[src/hdl/sbc_pkg.sv]
// Purpose: shared constants and types of the serial bus control block
// Assumes: pclk at 100 MHz, APB byte addresses on 12 bits
// Notes: one channel is built; the second channel's control offset is kept but not decoded
package sbc_pkg;

  // ----------------------------------------------------------------
  // register map
  // ----------------------------------------------------------------
  localparam logic [11:0] ADDR_OWN = 12'h300;
  localparam logic [11:0] ADDR_CTRL = 12'h308;
  localparam logic [11:0] ADDR_CTRL_SECOND = 12'h388;
  localparam logic [11:0] ADDR_STAT = 12'h30c;
  localparam logic [11:0] ADDR_DATA = 12'h310;

  // control field positions
  localparam int CTRL_EN = 7;
  localparam int CTRL_IEN = 6;
  localparam int CTRL_MS = 5;
  localparam int CTRL_DIR = 4;
  localparam int CTRL_ACK = 3;
  localparam int CTRL_RS = 2;

  // status field positions
  localparam int STAT_ICF = 7;
  localparam int STAT_AAS = 6;
  localparam int STAT_BB = 5;
  localparam int STAT_AL = 4;
  localparam int STAT_SRW = 2;
  localparam int STAT_IF = 1;
  localparam int STAT_RXAK = 0;

  // reset values
  localparam logic [7:0] CTRL_RESET = 8'h00;
  localparam logic [7:0] STAT_RESET = 8'h81;
  localparam logic [7:0] OWN_RESET = 8'h00;
  localparam logic [7:0] DATA_RESET = 8'h00;

  // ----------------------------------------------------------------
  // timing
  // ----------------------------------------------------------------
  localparam int CLK_PERIOD_NS = 10;
  localparam int SCL_HALF_NS = 5000;
  localparam int SCL_HALF_INT = (SCL_HALF_NS + CLK_PERIOD_NS - 1) / CLK_PERIOD_NS;
  localparam logic [9:0] SCL_HALF_CYC = 10'(SCL_HALF_INT < 1 ? 1 : SCL_HALF_INT);
  localparam logic [3:0] LAST_BIT = 4'h8;

  // master sequencer states
  typedef enum logic [3:0] {
    M_IDLE, M_START, M_OWN, M_LOW, M_HIGH, M_STOP1, M_STOP2, M_RS1, M_RS2, M_RS3
  } sbc_mstate_t;

endpackage : sbc_pkg

[src/hdl/sbc_bus_events.sv]
// Purpose: finds clock edges and start/stop conditions on the synchronised bus
// Assumes: scl and sda already passed two flops
// Notes: every output is a flop; pulses last one cycle
`timescale 1ns/1ps
module sbc_bus_events
  import sbc_pkg::*;
(
  input wire logic pclk,
  input wire logic presetn,
  input wire logic scl,
  input wire logic sda,
  output logic scl_lvl,
  output logic scl_rise,
  output logic scl_fall,
  output logic start_det,
  output logic stop_det
);

  typedef struct packed {
    logic scl_q;
    logic sda_q;
    logic rise;
    logic fall;
    logic start;
    logic stop;
  } sbc_ev_t;

  sbc_ev_t s;
  sbc_ev_t next_s;

  // ----------------------------------------------------------------
  // edge and condition detection
  // ----------------------------------------------------------------
  // a data edge only counts as start or stop while the clock stays high
  always_comb
  begin
    next_s = s;
    next_s.scl_q = scl;
    next_s.sda_q = sda;
    next_s.rise = scl & ~s.scl_q;
    next_s.fall = ~scl & s.scl_q;
    next_s.start = scl & s.scl_q & s.sda_q & ~sda;
    next_s.stop = scl & s.scl_q & ~s.sda_q & sda;
  end

  always_ff @(posedge pclk or negedge presetn)
  begin
    if (!presetn)
      s <= '{scl_q: 1'b1, sda_q: 1'b1, rise: 1'b0, fall: 1'b0, start: 1'b0, stop: 1'b0};
    else
      s <= next_s;
  end

  assign scl_lvl = s.scl_q;
  assign scl_rise = s.rise;
  assign scl_fall = s.fall;
  assign start_det = s.start;
  assign stop_det = s.stop;

endmodule : sbc_bus_events

[src/hdl/sbc_control_top.sv]
// Purpose: control register logic and byte engine of a two-wire serial bus port
// Assumes: APB slave, zero wait after the setup cycle, open-drain pins
// Notes: module enable doubles as soft reset of the engine
//
// Summary of operation
// - Enable bit 7 soft-resets engine and clears bus busy; other registers stay.
// - Enabled mid-byte, slave waits for next start.
// - Enabled mid-byte, master ignores busy bus.
// - Other control bits act only when enabled; interrupt enable still gates irq while disabled.
// - Interrupt enable masks, never clears pending flag.
// - Interrupt output equals enable and pending flag.
// - Arbitration loss clears master select, no stop.
// - Master select one-to-zero drives stop, slave role.
// - Master select zero-to-one drives start, master role.
// - Direction bit: zero receive, one transmit.
// - Receiver acks low when ack bit zero.
// - Ack bit ignored while transmitting.
// - Repeated start request generates start, reads zero.
// - Repeated start without bus ownership loses arbitration.
// - Pending flag: byte done, address match, lost.
// - Slave read/write status: zero write, one read.
// - Start attempt on busy bus loses arbitration.
// - Any control write clears addressed-as-slave flag.
//
// The APB slave port was left to the implementer.
`timescale 1ns/1ps
module sbc_control_top
  import sbc_pkg::*;
(
  input wire logic pclk,
  input wire logic presetn,
  input wire logic psel,
  input wire logic penable,
  input wire logic pwrite,
  input wire logic [11:0] paddr,
  input wire logic [31:0] pwdata,
  output logic [31:0] prdata,
  output logic pready,
  output logic pslverr,
  input wire logic scl_in,
  output logic scl_out,
  output logic scl_oe_n,
  input wire logic sda_in,
  output logic sda_out,
  output logic sda_oe_n,
  output logic irq
);

  typedef struct packed {
    logic ctrl_en;
    logic ctrl_ien;
    logic ctrl_ms;
    logic ctrl_dir;
    logic ctrl_ack;
    logic [6:0] own_addr;
    logic [7:0] tx_data;
    logic [7:0] rx_data;
    logic st_icf;
    logic st_aas;
    logic st_bb;
    logic st_al;
    logic st_srw;
    logic st_iif;
    logic st_rxak;
    sbc_mstate_t mst;
    logic [9:0] tmr;
    logic [3:0] bit_cnt;
    logic [7:0] shift;
    logic xfer;
    logic addr_phase;
    logic addr_hit;
    logic slave_act;
    logic skip_fall;
    logic drv_scl_low;
    logic drv_sda_low;
    logic [31:0] rdata;
    logic rdy;
    logic err;
    logic irq_q;
  } sbc_state_t;

  sbc_state_t s;
  sbc_state_t next_s;
  logic [1:0] pins_s;
  logic scl_lvl;
  logic scl_rise;
  logic scl_fall;
  logic start_det;
  logic stop_det;
  logic sda_lvl;
  logic wr_acc;
  logic rd_acc;
  logic owner;
  logic is_tx;
  logic act_bits;
  logic lose;
  logic [7:0] new_byte;

  // ----------------------------------------------------------------
  // helpers
  // ----------------------------------------------------------------
  function automatic logic is_mapped(input logic [11:0] a);
    is_mapped = (a == ADDR_OWN) || (a == ADDR_CTRL) || (a == ADDR_STAT) || (a == ADDR_DATA);
  endfunction : is_mapped

  // data line level for the bit about to go out; the ack slot at LAST_BIT is handled here too
  function automatic logic sda_low(input logic [3:0] cnt, input logic [7:0] sh,
                                   input logic tx, input logic ack_low);
    sda_low = (cnt == LAST_BIT) ? (~tx & ack_low) : (tx & ~sh[7]);
  endfunction : sda_low

  // ----------------------------------------------------------------
  // pin synchronisation and bus events
  // ----------------------------------------------------------------
  sbc_sync2 u_sync (
    .pclk(pclk),
    .presetn(presetn),
    .din({scl_in, sda_in}),
    .dout(pins_s)
  );

  sbc_bus_events u_events (
    .pclk(pclk),
    .presetn(presetn),
    .scl(pins_s[1]),
    .sda(pins_s[0]),
    .scl_lvl(scl_lvl),
    .scl_rise(scl_rise),
    .scl_fall(scl_fall),
    .start_det(start_det),
    .stop_det(stop_det)
  );

  assign sda_lvl = pins_s[0];
  assign wr_acc = psel & penable & pwrite & s.rdy;
  assign rd_acc = psel & penable & ~pwrite & s.rdy;
  assign owner = (s.mst != M_IDLE);
  // slave address byte is always received; otherwise the direction bit rules
  assign is_tx = owner ? s.ctrl_dir : (~s.addr_phase & s.ctrl_dir);
  assign act_bits = owner ? s.xfer : s.slave_act;
  assign new_byte = {s.shift[6:0], sda_lvl};

  // ----------------------------------------------------------------
  // next state
  // ----------------------------------------------------------------
  always_comb
  begin
    next_s = s;
    lose = 1'b0;
    // apb: answer is prepared in the setup cycle, ready for one access cycle
    next_s.rdy = psel & ~penable;
    next_s.err = psel & ~penable & ~is_mapped(paddr);
    next_s.rdata = 32'h0;
    if (psel && !penable)
    begin
      case (paddr)
        ADDR_OWN: next_s.rdata = {24'h0, s.own_addr, 1'b0};
        // repeated start and reserved bits always read zero
        ADDR_CTRL: next_s.rdata = {24'h0, s.ctrl_en, s.ctrl_ien, s.ctrl_ms, s.ctrl_dir,
                                   s.ctrl_ack, 3'h0};
        ADDR_STAT: next_s.rdata = {24'h0, s.st_icf, s.st_aas, s.st_bb, s.st_al, 1'b0,
                                   s.st_srw, s.st_iif, s.st_rxak};
        ADDR_DATA: next_s.rdata = {24'h0, s.rx_data};
        default: next_s.rdata = 32'h0;
      endcase
    end
    if (s.tmr != 10'h0)
      next_s.tmr = s.tmr - 10'h1;

    // register writes
    if (wr_acc && paddr == ADDR_OWN)
      next_s.own_addr = pwdata[7:1];
    if (wr_acc && paddr == ADDR_STAT)
    begin
      if (!pwdata[STAT_AL])
        next_s.st_al = 1'b0;
      if (!pwdata[STAT_IF])
        next_s.st_iif = 1'b0;
    end
    if (wr_acc && paddr == ADDR_CTRL)
    begin
      next_s.ctrl_en = pwdata[CTRL_EN];
      next_s.ctrl_ien = pwdata[CTRL_IEN];
      next_s.ctrl_ms = pwdata[CTRL_MS];
      next_s.ctrl_dir = pwdata[CTRL_DIR];
      next_s.ctrl_ack = pwdata[CTRL_ACK];
      next_s.st_aas = 1'b0;
      // bus actions only once the module is enabled
      if (pwdata[CTRL_EN] && s.ctrl_en)
      begin
        if (!s.ctrl_ms && pwdata[CTRL_MS])
        begin
          // busy flag is cleared while disabled, so a late enable may collide
          if (s.st_bb || owner)
            lose = 1'b1;
          else
          begin
            next_s.mst = M_START;
            next_s.tmr = SCL_HALF_CYC;
          end
        end
        else if (s.ctrl_ms && !pwdata[CTRL_MS] && owner)
        begin
          next_s.mst = M_STOP1;
          next_s.tmr = SCL_HALF_CYC;
        end
        else if (pwdata[CTRL_RS])
        begin
          if (s.mst == M_OWN)
          begin
            next_s.mst = M_RS1;
            next_s.tmr = SCL_HALF_CYC;
            next_s.drv_sda_low = 1'b0;
          end
          else
            lose = 1'b1;
        end
      end
    end
    if (wr_acc && paddr == ADDR_DATA)
    begin
      next_s.tx_data = pwdata[7:0];
      if (s.ctrl_en && (s.mst == M_OWN || (!owner && s.slave_act && s.bit_cnt == 4'h0)))
      begin
        next_s.shift = pwdata[7:0];
        next_s.st_icf = 1'b0;
        next_s.drv_sda_low = is_tx & ~pwdata[7];
        if (owner)
        begin
          next_s.xfer = 1'b1;
          next_s.bit_cnt = 4'h0;
          next_s.mst = M_LOW;
          next_s.tmr = SCL_HALF_CYC;
        end
      end
    end
    // master receive: reading the data starts the next byte
    if (rd_acc && paddr == ADDR_DATA && s.ctrl_en && s.mst == M_OWN && !s.ctrl_dir)
    begin
      next_s.xfer = 1'b1;
      next_s.bit_cnt = 4'h0;
      next_s.st_icf = 1'b0;
      next_s.drv_sda_low = 1'b0;
      next_s.mst = M_LOW;
      next_s.tmr = SCL_HALF_CYC;
    end

    // bit engine on observed clock edges
    if (start_det)
    begin
      next_s.st_bb = 1'b1;
      next_s.slave_act = ~owner;
      next_s.addr_phase = ~owner;
      next_s.addr_hit = 1'b0;
      next_s.bit_cnt = 4'h0;
      next_s.skip_fall = 1'b1;
    end
    if (stop_det)
    begin
      next_s.st_bb = 1'b0;
      next_s.slave_act = 1'b0;
      if (owner && s.mst != M_STOP2)
        lose = 1'b1;
    end
    if (scl_rise && act_bits)
    begin
      if (s.bit_cnt != LAST_BIT)
      begin
        next_s.shift = new_byte;
        // we released a one but the line reads low: another master won
        if (owner && is_tx && s.shift[7] && !sda_lvl)
          lose = 1'b1;
        if (s.addr_phase && s.bit_cnt == 4'h7 && new_byte[7:1] == s.own_addr)
        begin
          next_s.addr_hit = 1'b1;
          next_s.st_aas = 1'b1;
          next_s.st_srw = new_byte[0];
          next_s.st_iif = 1'b1;
        end
      end
      else if (is_tx)
        next_s.st_rxak = sda_lvl;
    end
    if (scl_fall)
    begin
      if (s.skip_fall)
        next_s.skip_fall = 1'b0;
      else if (act_bits)
      begin
        if (s.bit_cnt == LAST_BIT)
        begin
          next_s.bit_cnt = 4'h0;
          next_s.st_icf = 1'b1;
          next_s.st_iif = 1'b1;
          next_s.rx_data = s.shift;
          next_s.xfer = 1'b0;
          next_s.addr_phase = 1'b0;
          if (s.addr_phase && !s.addr_hit)
            next_s.slave_act = 1'b0;
          if (!owner && s.ctrl_dir)
            next_s.shift = s.tx_data;
          next_s.drv_sda_low = ~owner & s.ctrl_dir & ~s.tx_data[7];
        end
        else
        begin
          next_s.bit_cnt = s.bit_cnt + 4'h1;
          // address ack depends on the match; data ack on the ack bit
          next_s.drv_sda_low = sda_low(s.bit_cnt + 4'h1, s.shift, is_tx,
                                       s.addr_phase ? s.addr_hit : ~s.ctrl_ack);
        end
      end
    end

    // master sequencer
    case (s.mst)
      M_IDLE: ;
      M_START:
      begin
        next_s.drv_sda_low = 1'b1;
        if (s.tmr == 10'h0)
        begin
          next_s.drv_scl_low = 1'b1;
          next_s.mst = M_OWN;
        end
      end
      M_OWN: next_s.drv_scl_low = 1'b1;
      M_LOW:
      begin
        if (!s.xfer)
          next_s.mst = M_OWN;
        else if (s.tmr == 10'h0)
        begin
          next_s.drv_scl_low = 1'b0;
          next_s.mst = M_HIGH;
          next_s.tmr = SCL_HALF_CYC;
        end
      end
      M_HIGH:
      begin
        // a slave may stretch the clock, so wait for the line itself
        if (s.tmr == 10'h0 && scl_lvl)
        begin
          next_s.drv_scl_low = 1'b1;
          next_s.mst = M_LOW;
          next_s.tmr = SCL_HALF_CYC;
        end
      end
      M_STOP1:
      begin
        next_s.drv_sda_low = 1'b1;
        if (s.tmr == 10'h0)
        begin
          next_s.drv_scl_low = 1'b0;
          next_s.mst = M_STOP2;
          next_s.tmr = SCL_HALF_CYC;
        end
      end
      M_STOP2:
      begin
        if (s.tmr == 10'h0)
        begin
          next_s.drv_sda_low = 1'b0;
          next_s.mst = M_IDLE;
        end
      end
      M_RS1:
      begin
        if (s.tmr == 10'h0)
        begin
          next_s.drv_scl_low = 1'b0;
          next_s.mst = M_RS2;
          next_s.tmr = SCL_HALF_CYC;
        end
      end
      M_RS2:
      begin
        if (s.tmr == 10'h0 && scl_lvl)
        begin
          next_s.drv_sda_low = 1'b1;
          next_s.mst = M_RS3;
          next_s.tmr = SCL_HALF_CYC;
        end
      end
      M_RS3:
      begin
        if (s.tmr == 10'h0)
        begin
          next_s.drv_scl_low = 1'b1;
          next_s.mst = M_OWN;
        end
      end
      default: next_s.mst = M_IDLE;
    endcase

    // lost arbitration: drop to slave silently, no stop on the bus
    if (lose)
    begin
      next_s.mst = M_IDLE;
      next_s.ctrl_ms = 1'b0;
      next_s.drv_scl_low = 1'b0;
      next_s.drv_sda_low = 1'b0;
      next_s.xfer = 1'b0;
      next_s.st_al = 1'b1;
      next_s.st_iif = 1'b1;
    end

    // disabled: engine held in reset, registers still reachable
    if (!s.ctrl_en)
    begin
      next_s.mst = M_IDLE;
      next_s.drv_scl_low = 1'b0;
      next_s.drv_sda_low = 1'b0;
      next_s.xfer = 1'b0;
      next_s.slave_act = 1'b0;
      next_s.addr_phase = 1'b0;
      next_s.bit_cnt = 4'h0;
      next_s.st_bb = 1'b0;
    end
    next_s.irq_q = next_s.ctrl_ien & next_s.st_iif;
  end

  // ----------------------------------------------------------------
  // state register
  // ----------------------------------------------------------------
  always_ff @(posedge pclk or negedge presetn)
  begin
    if (!presetn)
    begin
      s <= '0;
      s.mst <= M_IDLE;
      s.own_addr <= OWN_RESET[7:1];
      s.tx_data <= DATA_RESET;
      s.rx_data <= DATA_RESET;
      s.st_icf <= STAT_RESET[STAT_ICF];
      s.st_rxak <= STAT_RESET[STAT_RXAK];
      s.ctrl_en <= CTRL_RESET[CTRL_EN];
    end
    else
      s <= next_s;
  end

  // ----------------------------------------------------------------
  // outputs
  // ----------------------------------------------------------------
  // open drain: data out is held low, enable low means pulling the line
  assign prdata = s.rdata;
  assign pready = s.rdy;
  assign pslverr = s.err;
  assign scl_out = 1'b0;
  assign sda_out = 1'b0;
  assign scl_oe_n = ~s.drv_scl_low;
  assign sda_oe_n = ~s.drv_sda_low;
  assign irq = s.irq_q;

endmodule : sbc_control_top

[src/hdl/sbc_sync2.sv]
// Purpose: two-flop synchroniser for the clock and data pins
// Assumes: inputs are asynchronous to pclk
// Notes: the first stage feeds only the second stage
`timescale 1ns/1ps
module sbc_sync2
  import sbc_pkg::*;
(
  input wire logic pclk,
  input wire logic presetn,
  input wire logic [1:0] din,
  output logic [1:0] dout
);

  typedef struct packed {
    logic [1:0] ff1;
    logic [1:0] ff2;
  } sbc_sync_t;

  sbc_sync_t s;
  sbc_sync_t next_s;

  // ----------------------------------------------------------------
  // stages
  // ----------------------------------------------------------------
  // idle bus level is high, so reset to ones to avoid a false start
  always_comb
  begin
    next_s = s;
    next_s.ff1 = din;
    next_s.ff2 = s.ff1;
  end

  always_ff @(posedge pclk or negedge presetn)
  begin
    if (!presetn)
      s <= '{ff1: 2'h3, ff2: 2'h3};
    else
      s <= next_s;
  end

  assign dout = s.ff2;

endmodule : sbc_sync2
[config.mk]
export PLATFORM = sky130hd
export DESIGN_NAME = sbc_control_top
export DESIGN_NICKNAME = d
export VERILOG_FILES = /design/src/hdl/sbc_pkg.sv /design/src/hdl/sbc_bus_events.sv /design/src/hdl/sbc_control_top.sv /design/src/hdl/sbc_sync2.sv
export SDC_FILE = /design/constraint.sdc
export NUM_CORES = 1
export LEC_CHECK = 0
export BUFFER_PORTS_ARGS = -buffer_cell sky130_fd_sc_hd__buf_4
export CORE_ASPECT_RATIO = 1.4
export CORE_MARGIN = 8
export CORE_UTILIZATION = 56
export DETAILED_ROUTE_END_ITERATION = 10
export PLACE_DENSITY_LB_ADDON = 0.25
export SLEW_MARGIN = 20
export SYNTH_ARGS = -nofsm -noshare
export SYNTH_HDL_FRONTEND = slang
export SYNTH_HIERARCHICAL = 1
export SYNTH_SLANG_ARGS = --single-unit
[constraint.sdc]
create_clock -name pclk -period 2.6 [get_ports pclk]
set_input_delay 0.52 -clock pclk [delete_from_list [all_inputs] [get_ports pclk]]
set_output_delay 0.52 -clock pclk [all_outputs]
set_load 0.02 [all_outputs]
* After elaboration in Yosys (flattened, before gate mapping)
Index checks and enable logic that the tools add are counted.
** Cells by class
- Add/sub/neg operators :: 2
- Multipliers :: 0
- Div/mod/pow operators :: 0
- Order comparisons :: 0
- Eq/ne operators :: 25
- Shift operators :: 0
- Muxes and demuxes :: 123
- Bitwise logic cells :: 39
- Reduce and logical (&&, ||, !) cells :: 54
** Operators by type and width (number)
- $mux W14 :: 15
- $mux W1 :: 77
- $mux W27 :: 2
- $pmux W10 S5 :: 1
- $eq A12 B10 Y1 const B :: 4
- $mux W4 :: 10
- $mux W18 :: 2
- $mux W32 :: 1
- $pmux W4 S8 :: 1
- $pmux W8 S4 :: 1
- $mux W10 :: 3
- $logic_and A1 B1 Y1 :: 26
- $mux W8 :: 3
- $and A1 B1 Y1 :: 21
- $eq A4 B3 Y1 const B :: 5
- $not A1 Y1 :: 18
- $eq A4 B4 Y1 const B :: 4
- $ne A4 B4 Y1 const B :: 3
- $logic_not A10 Y1 :: 1
- $mux W2 :: 5
- $reduce_bool A10 Y1 :: 1
- $sub A10 B1 Y10 const B :: 1
- $eq A4 B2 Y1 const B :: 2
- $logic_not A4 Y1 :: 2
- 18 further kinds :: 34
** Word-level totals
- Flip-flop bits (word level) :: 113
- Latch bits :: 0
- RAM bits :: 0
- ROM bits :: 0
- Output and inout port bits :: 39
- Memories :: 0

* Logic depth before layout (Yosys ltp)
Gate-level depths: netlist of the first run.
- Depth in word-level cells :: 20
- Mapped depth :: 9
- Mapped depth without buffers :: 8

* Modules after synthesis
Netlist of the first run, hierarchy kept.
** Modules (own cells, without submodules)
- sbc_control_top :: times used 1, cells an instance 465, area each 4725.8 sq um
- sbc_bus_events :: times used 1, cells an instance 10, area each 187.7 sq um
- sbc_sync2 :: times used 1, cells an instance 4, area each 105.1 sq um

* Worst setup path before layout of the first run
No wires, ideal clock.
- Kind :: input-to-reg
- Start point :: input port paddr[11]
- End point :: register s[91] (netlist bit)
- Setup time :: 0.125 ns
- Data arrival time :: 2.168 ns
- Required time :: 2.475 ns
- Setup slack :: 0.307 ns
- Stages on the path :: 4
- Path buffers :: 0
- Cell sequence :: or4_1 nor4_4 nor4b_4 mux2_2
** On the way
- Cells in the longest elaborated chain, start to end :: 2
** RTL lines
- start: declaration :: RTL line sbc_control_top.sv:35 : input wire logic [11:0] paddr,
- $eq A12 B10 Y1 :: RTL line sbc_control_top.sv:171 : if (wr_acc && paddr == ADDR_OWN)
- $logic_and A1 B1 Y1 :: RTL line sbc_control_top.sv:171
- end signal: assignment :: RTL line sbc_control_top.sv:439 : s <= next_s;
- end: declaration :: RTL line sbc_control_top.sv:82 : sbc_state_t s;
No other way between the ends.
A chain may end at the register's enable or synchronous reset.

==> metrics.yaml, run 1 <==
synth_top_area_share_pct: 40.39
vias_per_cell: 5.949
ys_types: 71
place_inst: 628
slew_headroom_pct: 49.66
max_clock_freq_mhz: 406.3
postCtsSetupRepairBufs: 0
die_w_um: 96.01
worstPathCellList: "or4b_1, a31oi_1, a211oi_1, a311oi_2, o21ai_1, a21oi_1"
ys_seq_area_share_pct: 44.58
worst_pin_slew_ns: 0.7551
async_flop_share_pct: 100.0
tritoncts: "built"
met1_usage_pct: 23.26
vias: 3831
finalCritPeriodShare_pct: 94.66
numClockSinks: 89
fin_crit_ns: 2.461
grtUsageMet2_pct: 36.35
path_max_fanout: 10
synth.area.top_cells: "dfrtp_1 (40%), mux2_2 (6.5%), buf_4 (5.2%)"
tns_ns: 0
drv_cap: 0
slowest_delay_ns: 0.74
finalHoldViolCount: 0
dr.pass1.iters: 5
antenna_found_initial: 0
multi_input_area_mm2: 0.002494
ctsResizeCount: 0
synth_edf_count: 0
ys_ff_latch: 89
syn_avg_cell_area_um2: 10.48
seqCellArea_mm2: 0.002237
core_area_mm2: 0.008875
synthAdderAreaFrac_pct: 0.9973
synth_simple_gate_area_share_pct: 21.62
cp_num_buf_inv: 0
finalMaxSlewViolations: 0
yosysWarnings: 6
fp.dieH_um: 128.0
synthMuxAreaShare_pct: 11.39
hold_class: "input port to asynchronous set/reset pin"
nFillCells: 734
area_growth_pct: 14.11
rsz0062_at_grt: "no"
portBuffers: 39
setup_viol: 0
drc: 0
layout-drive-gt1-share_pct: 27.19
required_ns: 2.85
drtAntennaViolNets: 0
ioPinCount: 90
row_count: 41
die_area_mm2: 0.01229
crit_path_top_delay_cell: "or4b_1"
antenna_cells: 0
final_cell_mix: "dfrtp_1 (81), buf_4 (65), nand2_1 (45)"
grt_max_degree: 57
clock-root-buffer: "clkbuf_16"
synth_top_family_by_area: "simple AND/OR/NAND/NOR gates"
fin_cells: 644
leakagePower_uw: 0.002570
worstPathArrival_ns: 2.71
netlist_instances: 479
drtIter0Drc: 301
grt_pass1_wl_mm: 20.02
grtUsageTotal_pct: 21.00
dp_hpwl_mm: 9.232
hold_buffers: 0
synth-main-ff-cell: "dfrtp_1"
ir_worst_vdd_v: 0.0005618
synth_area_leader_cell: "dfrtp_1"
initial_utilization_pct: 56.55
synth_compound_area_share_pct: 10.77
place.gp.congestion: 0.9259
met3_usage_pct: 3.810
clk_path_buf_depth: 2
critical_path.startpoint_type: "register"
layout_commonest_cell: "dfrtp_1"
critPathCaptureType: "register"
status: "completed"
clk_latency_ns: 0.35
routedWlPerCell_um: 18.96
top_usage_layer: "met2"
grt_overflow: 0
numCtsBuffers: 9
grt_pass1_vias: 4042
final_nets: 587
power_density_mw_per_mm2: 580.3
fin_skew_ns: 0.008737
synth_xor_area_share_pct: 2.967
cts_htree_levels: 3
clkSlewWorstSetupHoldPaths_ns: 0.06
netlist_area_mm2: 0.005019
cp_top_family: "compound AO/OA/AOI/OAI gates"
drt-total-wl_mm: 12.21
critPathKind: "register to register"
per-layer routing:
layer / up-vias / wire length, um
met5: - / 0
met4: 0 / 478
met3: 34 / 557
met2: 125 / 6523
met1: 1892 / 4648
li1: 1780 / -
flip-flops by register name (all words and copies together), names as in the netlist:
register / flops
s: 61
prdata: 8
new_byte: 7
u_sync/dout: 2
u_sync/next_s: 2
irq: 1
pready: 1
pslverr: 1
u_events/s: 1
u_events/scl_fall: 1
u_events/scl_lvl: 1
u_events/scl_rise: 1
u_events/start_det: 1
u_events/stop_det: 1
layout make-up:
class / instances / share of cell area [%]
sequential: 89 / 39.06
inverter: 14 / 0.9176
timing repair buffer: 66 / 8.870
clock buffer: 9 / 3.933
tap: 107 / 2.338
multi-input combinational: 352 / 43.54
clock inverter: 7 / 1.333
metrics by stage:
stage	setup slack, ns	hold WS [ns]	utilization [%]	area (um2)	total power, uW
after floorplan	0.3072	0.2244	-	5112	1897
after CTS	0.1817	0.2701	64.53	5727	3342
final	0.1389	0.2344	64.53	5727	3323
after global placement	0.1120	0.3464	61.13	5425	2023
after detailed placement	0.07622	0.3468	61.13	5425	2044
after global routing	0.03308	0.2702	64.53	5727	3452
worst paths after layout:
kind / end / from / slack (ns) / cells past startpoint
min: s[65] / presetn / 0.23 / 1
max in group asynchronous: s[68] / presetn / 1.67 / 2
max: s[67] / s[64] / 0.14 / 6
max reg2reg: s[67] / s[64] / 0.14 / 6
min in group pclk: u_sync/next_s[0] / sda_in / 0.28 / 1
min reg2reg: u_sync/dout[0] / u_sync/next_s[0] / 0.35 / 0
report_power, final:
group,switching [uW],internal [uW],leakage [uW]
clock network,553,751,0.000142
logic,239,190,0.00129
registers,117,1470,0.00113
total,909,2410,0.00257
synthesized netlist by cell type (6+ instances only):
library cell  count
o21ai_0          11
nand2b_1          8
nand3_1           6
a222oi_1          7
a21oi_1          17
mux2i_1          13
dfstp_2           8
xor2_1            6
o21ai_1           9
nor3_1           16
inv_1            14
nand4_1           8
nand2_1          45
buf_4            35
mux2_1            9
dfrtp_1          81
nor2b_1          11
xnor2_1          11
nor2_1           35
clkbuf_1          6
mux2_2           29
worst reg2reg max path, stage by stage (launching register included):
cell	delay [ns]
dfrtp_1	0.54
or4b_1	0.74
a31oi_1	0.24
a211oi_1	0.10
a311oi_2	0.32
o21ai_1	0.21
a21oi_1	0.21
logic make-up (layout without fill, tap and decap cells):
| kind of cell | Yosys count | count (layout) |
|---|---|---|
| compound gates | 77 | 77 |
| simple gates | 176 | 176 |
| other cells | 1 | 26 |
| xor+xnor | 17 | 17 |
| fa+ha+maj | 4 | 4 |
| buf+inv | 63 | 96 |
| flops | 89 | 89 |
| mux | 52 | 52 |
(Power assumes the default switching activity.)
==> inputs of run 2 (changes only) <==
RECOVER_POWER = 100   (was not set)
==> metrics.yaml, run 2 (synthesis gave the netlist of run 1 again) <==
status: "completed"
clock-root-buffer: "clkbuf_16"
layout_commonest_cell: "dfrtp_1"
numCtsBuffers: 9  # unchanged
largest_reg_flops: 61  # unchanged
seq_power_share_pct: 48.2  # +0.3 points
worstPathCellList: "clkbuf_4, or4_1, nor4_1, nor4b_1, clkbuf_2, mux2_2"
hold_path_depth: 1
dr.pass1.iters: 6  # +1
postCtsSetupRepairBufs: 0  # unchanged
grt_max_degree: 57  # unchanged
clk_path_buf_depth: 2  # unchanged
final_nets: 587  # unchanged
rsz0062_at_grt: "no"
clk_latency_ns: 0.35  # about the same
crit_path_top_delay_cell: "or4_1"
finalMaxSlewViolations: 0  # unchanged
grtUsageTotal_pct: 21.00  # unchanged
die_area_mm2: 0.01229  # unchanged
antenna_found_initial: 0  # unchanged
regMostFlops: "s"
hold_buffers: 0  # unchanged
place_inst: 628  # unchanged
core_area_mm2: 0.008875  # unchanged
required_ns: 2.83  # -0.02 ns
critPathKind: "input port to register"
p_sw_share_pct: 27.21  # -0.13 points
ir_worst_vdd_v: 0.0005566  # -0.93%
slowest_delay_ns: 0.57  # -0.17 ns
drt-total-wl_mm: 12.20  # about the same
post-route-cell-area_mm2: 0.005565  # -2.8%
ctsResizeCount: 0  # unchanged
p_switching_uw: 898.1  # -1.2%
grt_overflow: 0  # unchanged
grt_pass1_wl_mm: 20.02  # unchanged
initial_utilization_pct: 56.55  # unchanged
path_max_fanout: 7  # -3
cp_top_family: "simple AND/OR/NAND/NOR gates"
portBuffers: 39  # unchanged
placed_area_mm2: 0.005425  # unchanged
antenna_cells: 0  # unchanged
setup_viol: 0  # unchanged
p_comb_share_pct: 12.4  # -0.5 points
fp.dieH_um: 128.0  # unchanged
critical_path.startpoint_type: "input port"
die_w_um: 96.01  # unchanged
p_int_uw: 2402  # -0.53%
numClockSinks: 89  # unchanged
power_density_mw_per_mm2: 593.0  # +2.2%
drc: 0  # unchanged
fin_crit_ns: 2.517  # +0.05571 ns
drtIter0Drc: 287  # -4.7%
vias_per_cell: 5.975  # +0.44%
area_growth_pct: 10.90
clkSlewWorstSetupHoldPaths_ns: 0.06  # about the same
p_clk_share_pct: 39.4  # +0.2 points
fin_skew_ns: 0.007574  # -0.001163 ns
cp_num_buf_inv: 2  # +2
cp.depth: 6  # unchanged
max_clock_freq_mhz: 397.3  # -2.2%
worstPathArrival_ns: 2.74  # +0.03 ns
dp_hpwl_mm: 9.232  # unchanged
critPathCaptureType: "register"
finalHoldViolCount: 0  # unchanged
cts_htree_levels: 3  # unchanged
layout-drive-gt1-share_pct: 21.04  # -6.1 points
row_count: 41  # unchanged
finalCritPeriodShare_pct: 96.80  # +2.1 points
slew_headroom_pct: 4.661  # -45 points
drtAntennaViolNets: 0  # unchanged
worst_pin_slew_ns: 1.430  # +0.6750 ns
drv_cap: 0  # unchanged
tns_ns: 0  # unchanged
tritoncts: "built"
grt_pass1_vias: 4042  # unchanged
hold_class: "input port to register"
vias: 3848  # +0.44%
place.gp.congestion: 0.9259  # unchanged
leakagePower_uw: 0.002459  # -4.3%
routedWlPerCell_um: 18.95  # about the same
ioPinCount: 90  # unchanged
fin_cells: 644  # unchanged
ff2ff_path_depth: 6  # unchanged
final_cell_mix: "dfrtp_1 (81), nand2_1 (45), nor2_1 (35), buf_4 (35), mux2_2 (27)"
run 2: path summary, 6_finish.rpt:
kind                                  start          endpoint  slack, ns
min reg2reg                u_sync/next_s[0]    u_sync/dout[0]       0.36
min in group asynchronous           presetn             s[65]       0.50
min                                  sda_in  u_sync/next_s[0]       0.28
max reg2reg                           s[64]               irq       0.14
max                               paddr[11]             s[93]       0.08
max in group asynchronous           presetn             s[53]       0.62
run 2: power by group through the flow:
stage               sequential, uW  combinational, uW  clock, uW
CTS                           1590                431       1320
floorplan                     1570                330          0
finish                        1590                409       1300
detailed placement            1610                430          0
global route                  1600                456       1370
global placement              1610                413          0
run 2: final cells by class:
cell class / instances / area (um2)
Clock buffer: 9 / 225.2
Timing Repair Buffer: 66 / 400.4
Inverter: 14 / 52.55
Tap cell: 107 / 133.9
Clock inverter: 7 / 76.32
Multi-Input combinational cell: 352 / 2440
Fill cell: 755 / 3309
Sequential cell: 89 / 2237
run 2: layer usage:
layer	up-vias	global-route usage [%]	routed length [um]
met1	1907	23.26	4671
li1	1787	-	-
met2	122	36.35	6564
met5	-	0	0
met3	32	3.810	545
met4	0	11.53	422
run 2: through the flow:
step | worst slack [ns] | power (uW) | hold WS [ns] | utilization [%]
5_1_grt | 0.02523 | 3430 | 0.2727 | 62.71
3_5_place_dp | 0.07622 | 2044 | 0.3468 | 61.13
2_1_floorplan | 0.3072 | 1897 | 0.2244 | -
6_report | 0.08319 | 3300 | 0.2830 | 62.71
3_3_place_gp | 0.1120 | 2023 | 0.3464 | 61.13
4_1_cts | 0.1817 | 3342 | 0.2701 | 64.53
run 2: worst register-to-register path: stages (launching register included):
cell and delay [ns]:
dfrtp_1 0.54, or4b_1 0.74, a31oi_1 0.23, a211oi_1 0.10, a21oi_1 0.26, nor3b_1 0.33, a21boi_0 0.14
==> inputs of run 3 (changes only) <==
ABC_AREA = 1   (was not set)
==> metrics.yaml, run 3 <==
status: "finished with violations"
failed_checks: "capacitance limit, slew limit"
final_nets: 732  # +25%
fin_skew_ns: 0.007502  # -0.00007175 ns
die_area_mm2: 0.01231  # +0.19%
worstPathArrival_ns: 2.52  # -0.22 ns
min-delay-start: "scl_in"
power_density_mw_per_mm2: 675.2  # +14%
dp_hpwl_mm: 9.304  # +0.79%
syn_avg_cell_area_um2: 7.822  # -25%
vias: 4312  # +12%
fp.dieH_um: 128.1  # about the same
hold_buffers: 0  # unchanged
setup_viol: 0  # unchanged
leakagePower_uw: 0.002757  # +12%
regMostFlops: "s"
clkSlewWorstSetupHoldPaths_ns: 0.06  # about the same
nFillCells: 807  # +6.9%
area_growth_pct: 8.682
placed_area_mm2: 0.005253  # -3.2%
place.gp.congestion: 0.9213  # -0.50%
place_ws_ns: 0.3270  # +0.2508 ns
finalCritPeriodShare_pct: 87.04  # -9.8 points
finalMaxSlewViolations: 37  # +37
vias_per_cell: 5.479  # -8.3%
die_w_um: 96.10  # about the same
antenna_cells: 0  # unchanged
netlist_area_mm2: 0.005030  # +0.22%
netlist_instances: 643  # +34%
numCtsBuffers: 9  # unchanged
synth_top_area_share_pct: 40.30  # -0.090 points
final_cell_mix: "nand2_1 (158), dfrtp_1 (81), inv_1 (78)"
clk_path_buf_depth: 2  # unchanged
yosysWarnings: 6  # unchanged
required_ns: 2.86  # +0.03 ns
multi_input_area_mm2: 0.002203  # -9.7%
critPathCaptureType: "register"
seqCellArea_mm2: 0.002237  # unchanged
fin_crit_ns: 2.263  # -0.2538 ns
clock-root-buffer: "clkbuf_16"
grtUsageTotal_pct: 21.36  # +0.36 points
layout-drive-gt1-share_pct: 11.03  # -10 points
drt-total-wl_mm: 12.33  # +1.0%
drv_cap: 1  # +1
cts_htree_levels: 3  # unchanged
clk_latency_ns: 0.34  # about the same
synth_most_common_cell: "nand2_1"
dr.pass1.iters: 5  # -1
setup.worst_path.start: "s[65]"
grt_max_degree: 54  # -5.3%
grt_pass1_vias: 4383  # +8.4%
drtIter0Drc: 374  # +30%
final_core_util_pct: 61.60  # -1.1 points
critical_path.startpoint_type: "register"
drtAntennaViolNets: 0  # unchanged
rsz0062_at_grt: "no"
async_flop_share_pct: 100.0  # unchanged
ys_seq_area_share_pct: 44.48  # -0.10 points
tritoncts: "built"
path_max_fanout: 16  # +9
reg2reg_from: "s[65]"
ctsResizeCount: 0  # unchanged
post-route-cell-area_mm2: 0.005466  # -1.8%
finalHoldViolCount: 0  # unchanged
timing.final.ws_setup_ns: 0.3370  # +0.2538 ns
grt_overflow: 0  # unchanged
ioPinCount: 90  # unchanged
ys_types: 47  # -34%
max_clock_freq_mhz: 441.9  # +11%
hold_class: "input port to register"
ir_worst_vdd_v: 0.0004473  # -20%
ys_ff_latch: 89  # unchanged
row_count: 41  # unchanged
synth_commonest_cells: "nand2_1 (158), dfrtp_1 (81), inv_1 (77)"
timing.rr.end: "s[56]"
initial_utilization_pct: 56.68  # +0.13 points
synth.area.top_cells: "dfrtp_1 (40%), nand2_1 (12%), inv_1 (5.7%)"
ff2ff_setup_slack_ns: 0.34  # +0.20 ns
synth_edf_count: 0  # unchanged
synth_area_leader_cell: "dfrtp_1"
slew_headroom_pct: -36.60  # -41 points
largest_reg_flops: 61  # unchanged
crit_path_end: "s[56]"
numClockSinks: 89  # unchanged
grt_pass1_wl_mm: 20.40  # +1.9%
synth-main-ff-cell: "dfrtp_1"
tns_ns: 0  # unchanged
critPathKind: "register to register"
core_area_mm2: 0.008875  # unchanged
layout_commonest_cell: "nand2_1"
ff2ff_path_depth: 11  # +5
portBuffers: 39  # unchanged
worst_pin_slew_ns: 2.049  # +0.6189 ns
postCtsSetupRepairBufs: 0  # unchanged
antenna_found_initial: 0  # unchanged
routedWlPerCell_um: 15.66  # -17%
drc: 0  # unchanged
==> run 3: cell types whose count changed after synthesis, moves of 11 or more <==
cell / before / now
nand2_1: 45 / 158
inv_1: 14 / 77
nor2_1: 35 / 72
o21ai_0: 11 / 43
mux2_2: 29 / 0
nand3_1: 6 / 31
mux2i_1: 13 / 0
nor2b_1: 11 / 0
==> run 3: worst min path at each step <==
stage / endpoint / slack (ns) / cells after the start
after floorplan: irq / 0.22 / 0
after global placement: u_sync/dout[0] / 0.35 / 0
after detailed placement: u_sync/dout[0] / 0.35 / 0
after CTS: s[65] / 0.14 / 1
after global routing: u_sync/next_s[0] / 0.27 / 1
final: u_sync/next_s[1] / 0.29 / 1
==> run 3: where the power goes <==
part | leakage (uW) | internal, uW | switching, uW | total [uW]
clock network | 0.000153 | 834 | 525 | 1360
logic | 0.00147 | 244 | 417 | 661
registers | 0.00113 | 1530 | 141 | 1670
==> run 3: cell families (layout without fill, tap and decap cells) <==
kind of cell	after synthesis	after routing	synth area share, %
DFF	89	89	44.48
xor gates and xnor gates	8	8	1.393
adders and majority gates	4	4	0.9951
AOI/OAI and AO/OA	107	107	12.71
buffers and inverters	127	139	12.79
and+or+nand+nor	307	307	27.56
other	1	26	0.07456
==> run 3: per-layer routing <==
metal | share of wire, % | vias to the layer above | global-route usage (%)
met5 | 0 | - | 0
met4 | 4.0 | 0 | 11.63
met3 | 6.3 | 43 | 4.982
met2 | 51 | 184 | 35.50
met1 | 39 | 1997 | 24.32
li1 | - | 2088 | -
==> run 3: cell type report <==
| type | count | share of cell area (%) |
|---|---|---|
| repair buffers | 41 | 4.898 |
| inverters | 84 | 5.814 |
| well taps | 107 | 2.449 |
| multi-input cells | 452 | 40.31 |
| clock inverters | 5 | 1.488 |
| clock buffers | 9 | 4.120 |
| flip-flops and latches | 89 | 40.92 |
==> run 3: worst max-delay path, cell delays in order (launching register included) <==
cell,delay [ns]
dfrtp_1,0.44
nor2_1,0.45
nand3_4,0.16
nor2_1,0.14
nor2_1,0.06
nor2_2,0.19
nand2_4,0.17
inv_1,0.17
a21oi_4,0.12
nand4_4,0.13
inv_4,0.07
o21ai_0,0.07
==> run 3: per-stage QoR <==
| step | total power [uW] | hold WS (ns) | std cells |
|---|---|---|---|
| after floorplan | 2162 | 0.2244 | 668 |
| after global placement | 2312 | 0.3468 | 773 |
| after detailed placement | 2342 | 0.3479 | 773 |
| after CTS | 3716 | 0.1405 | 787 |
| after global routing | 3878 | 0.2739 | 787 |
| final | 3691 | 0.2887 | 787 |
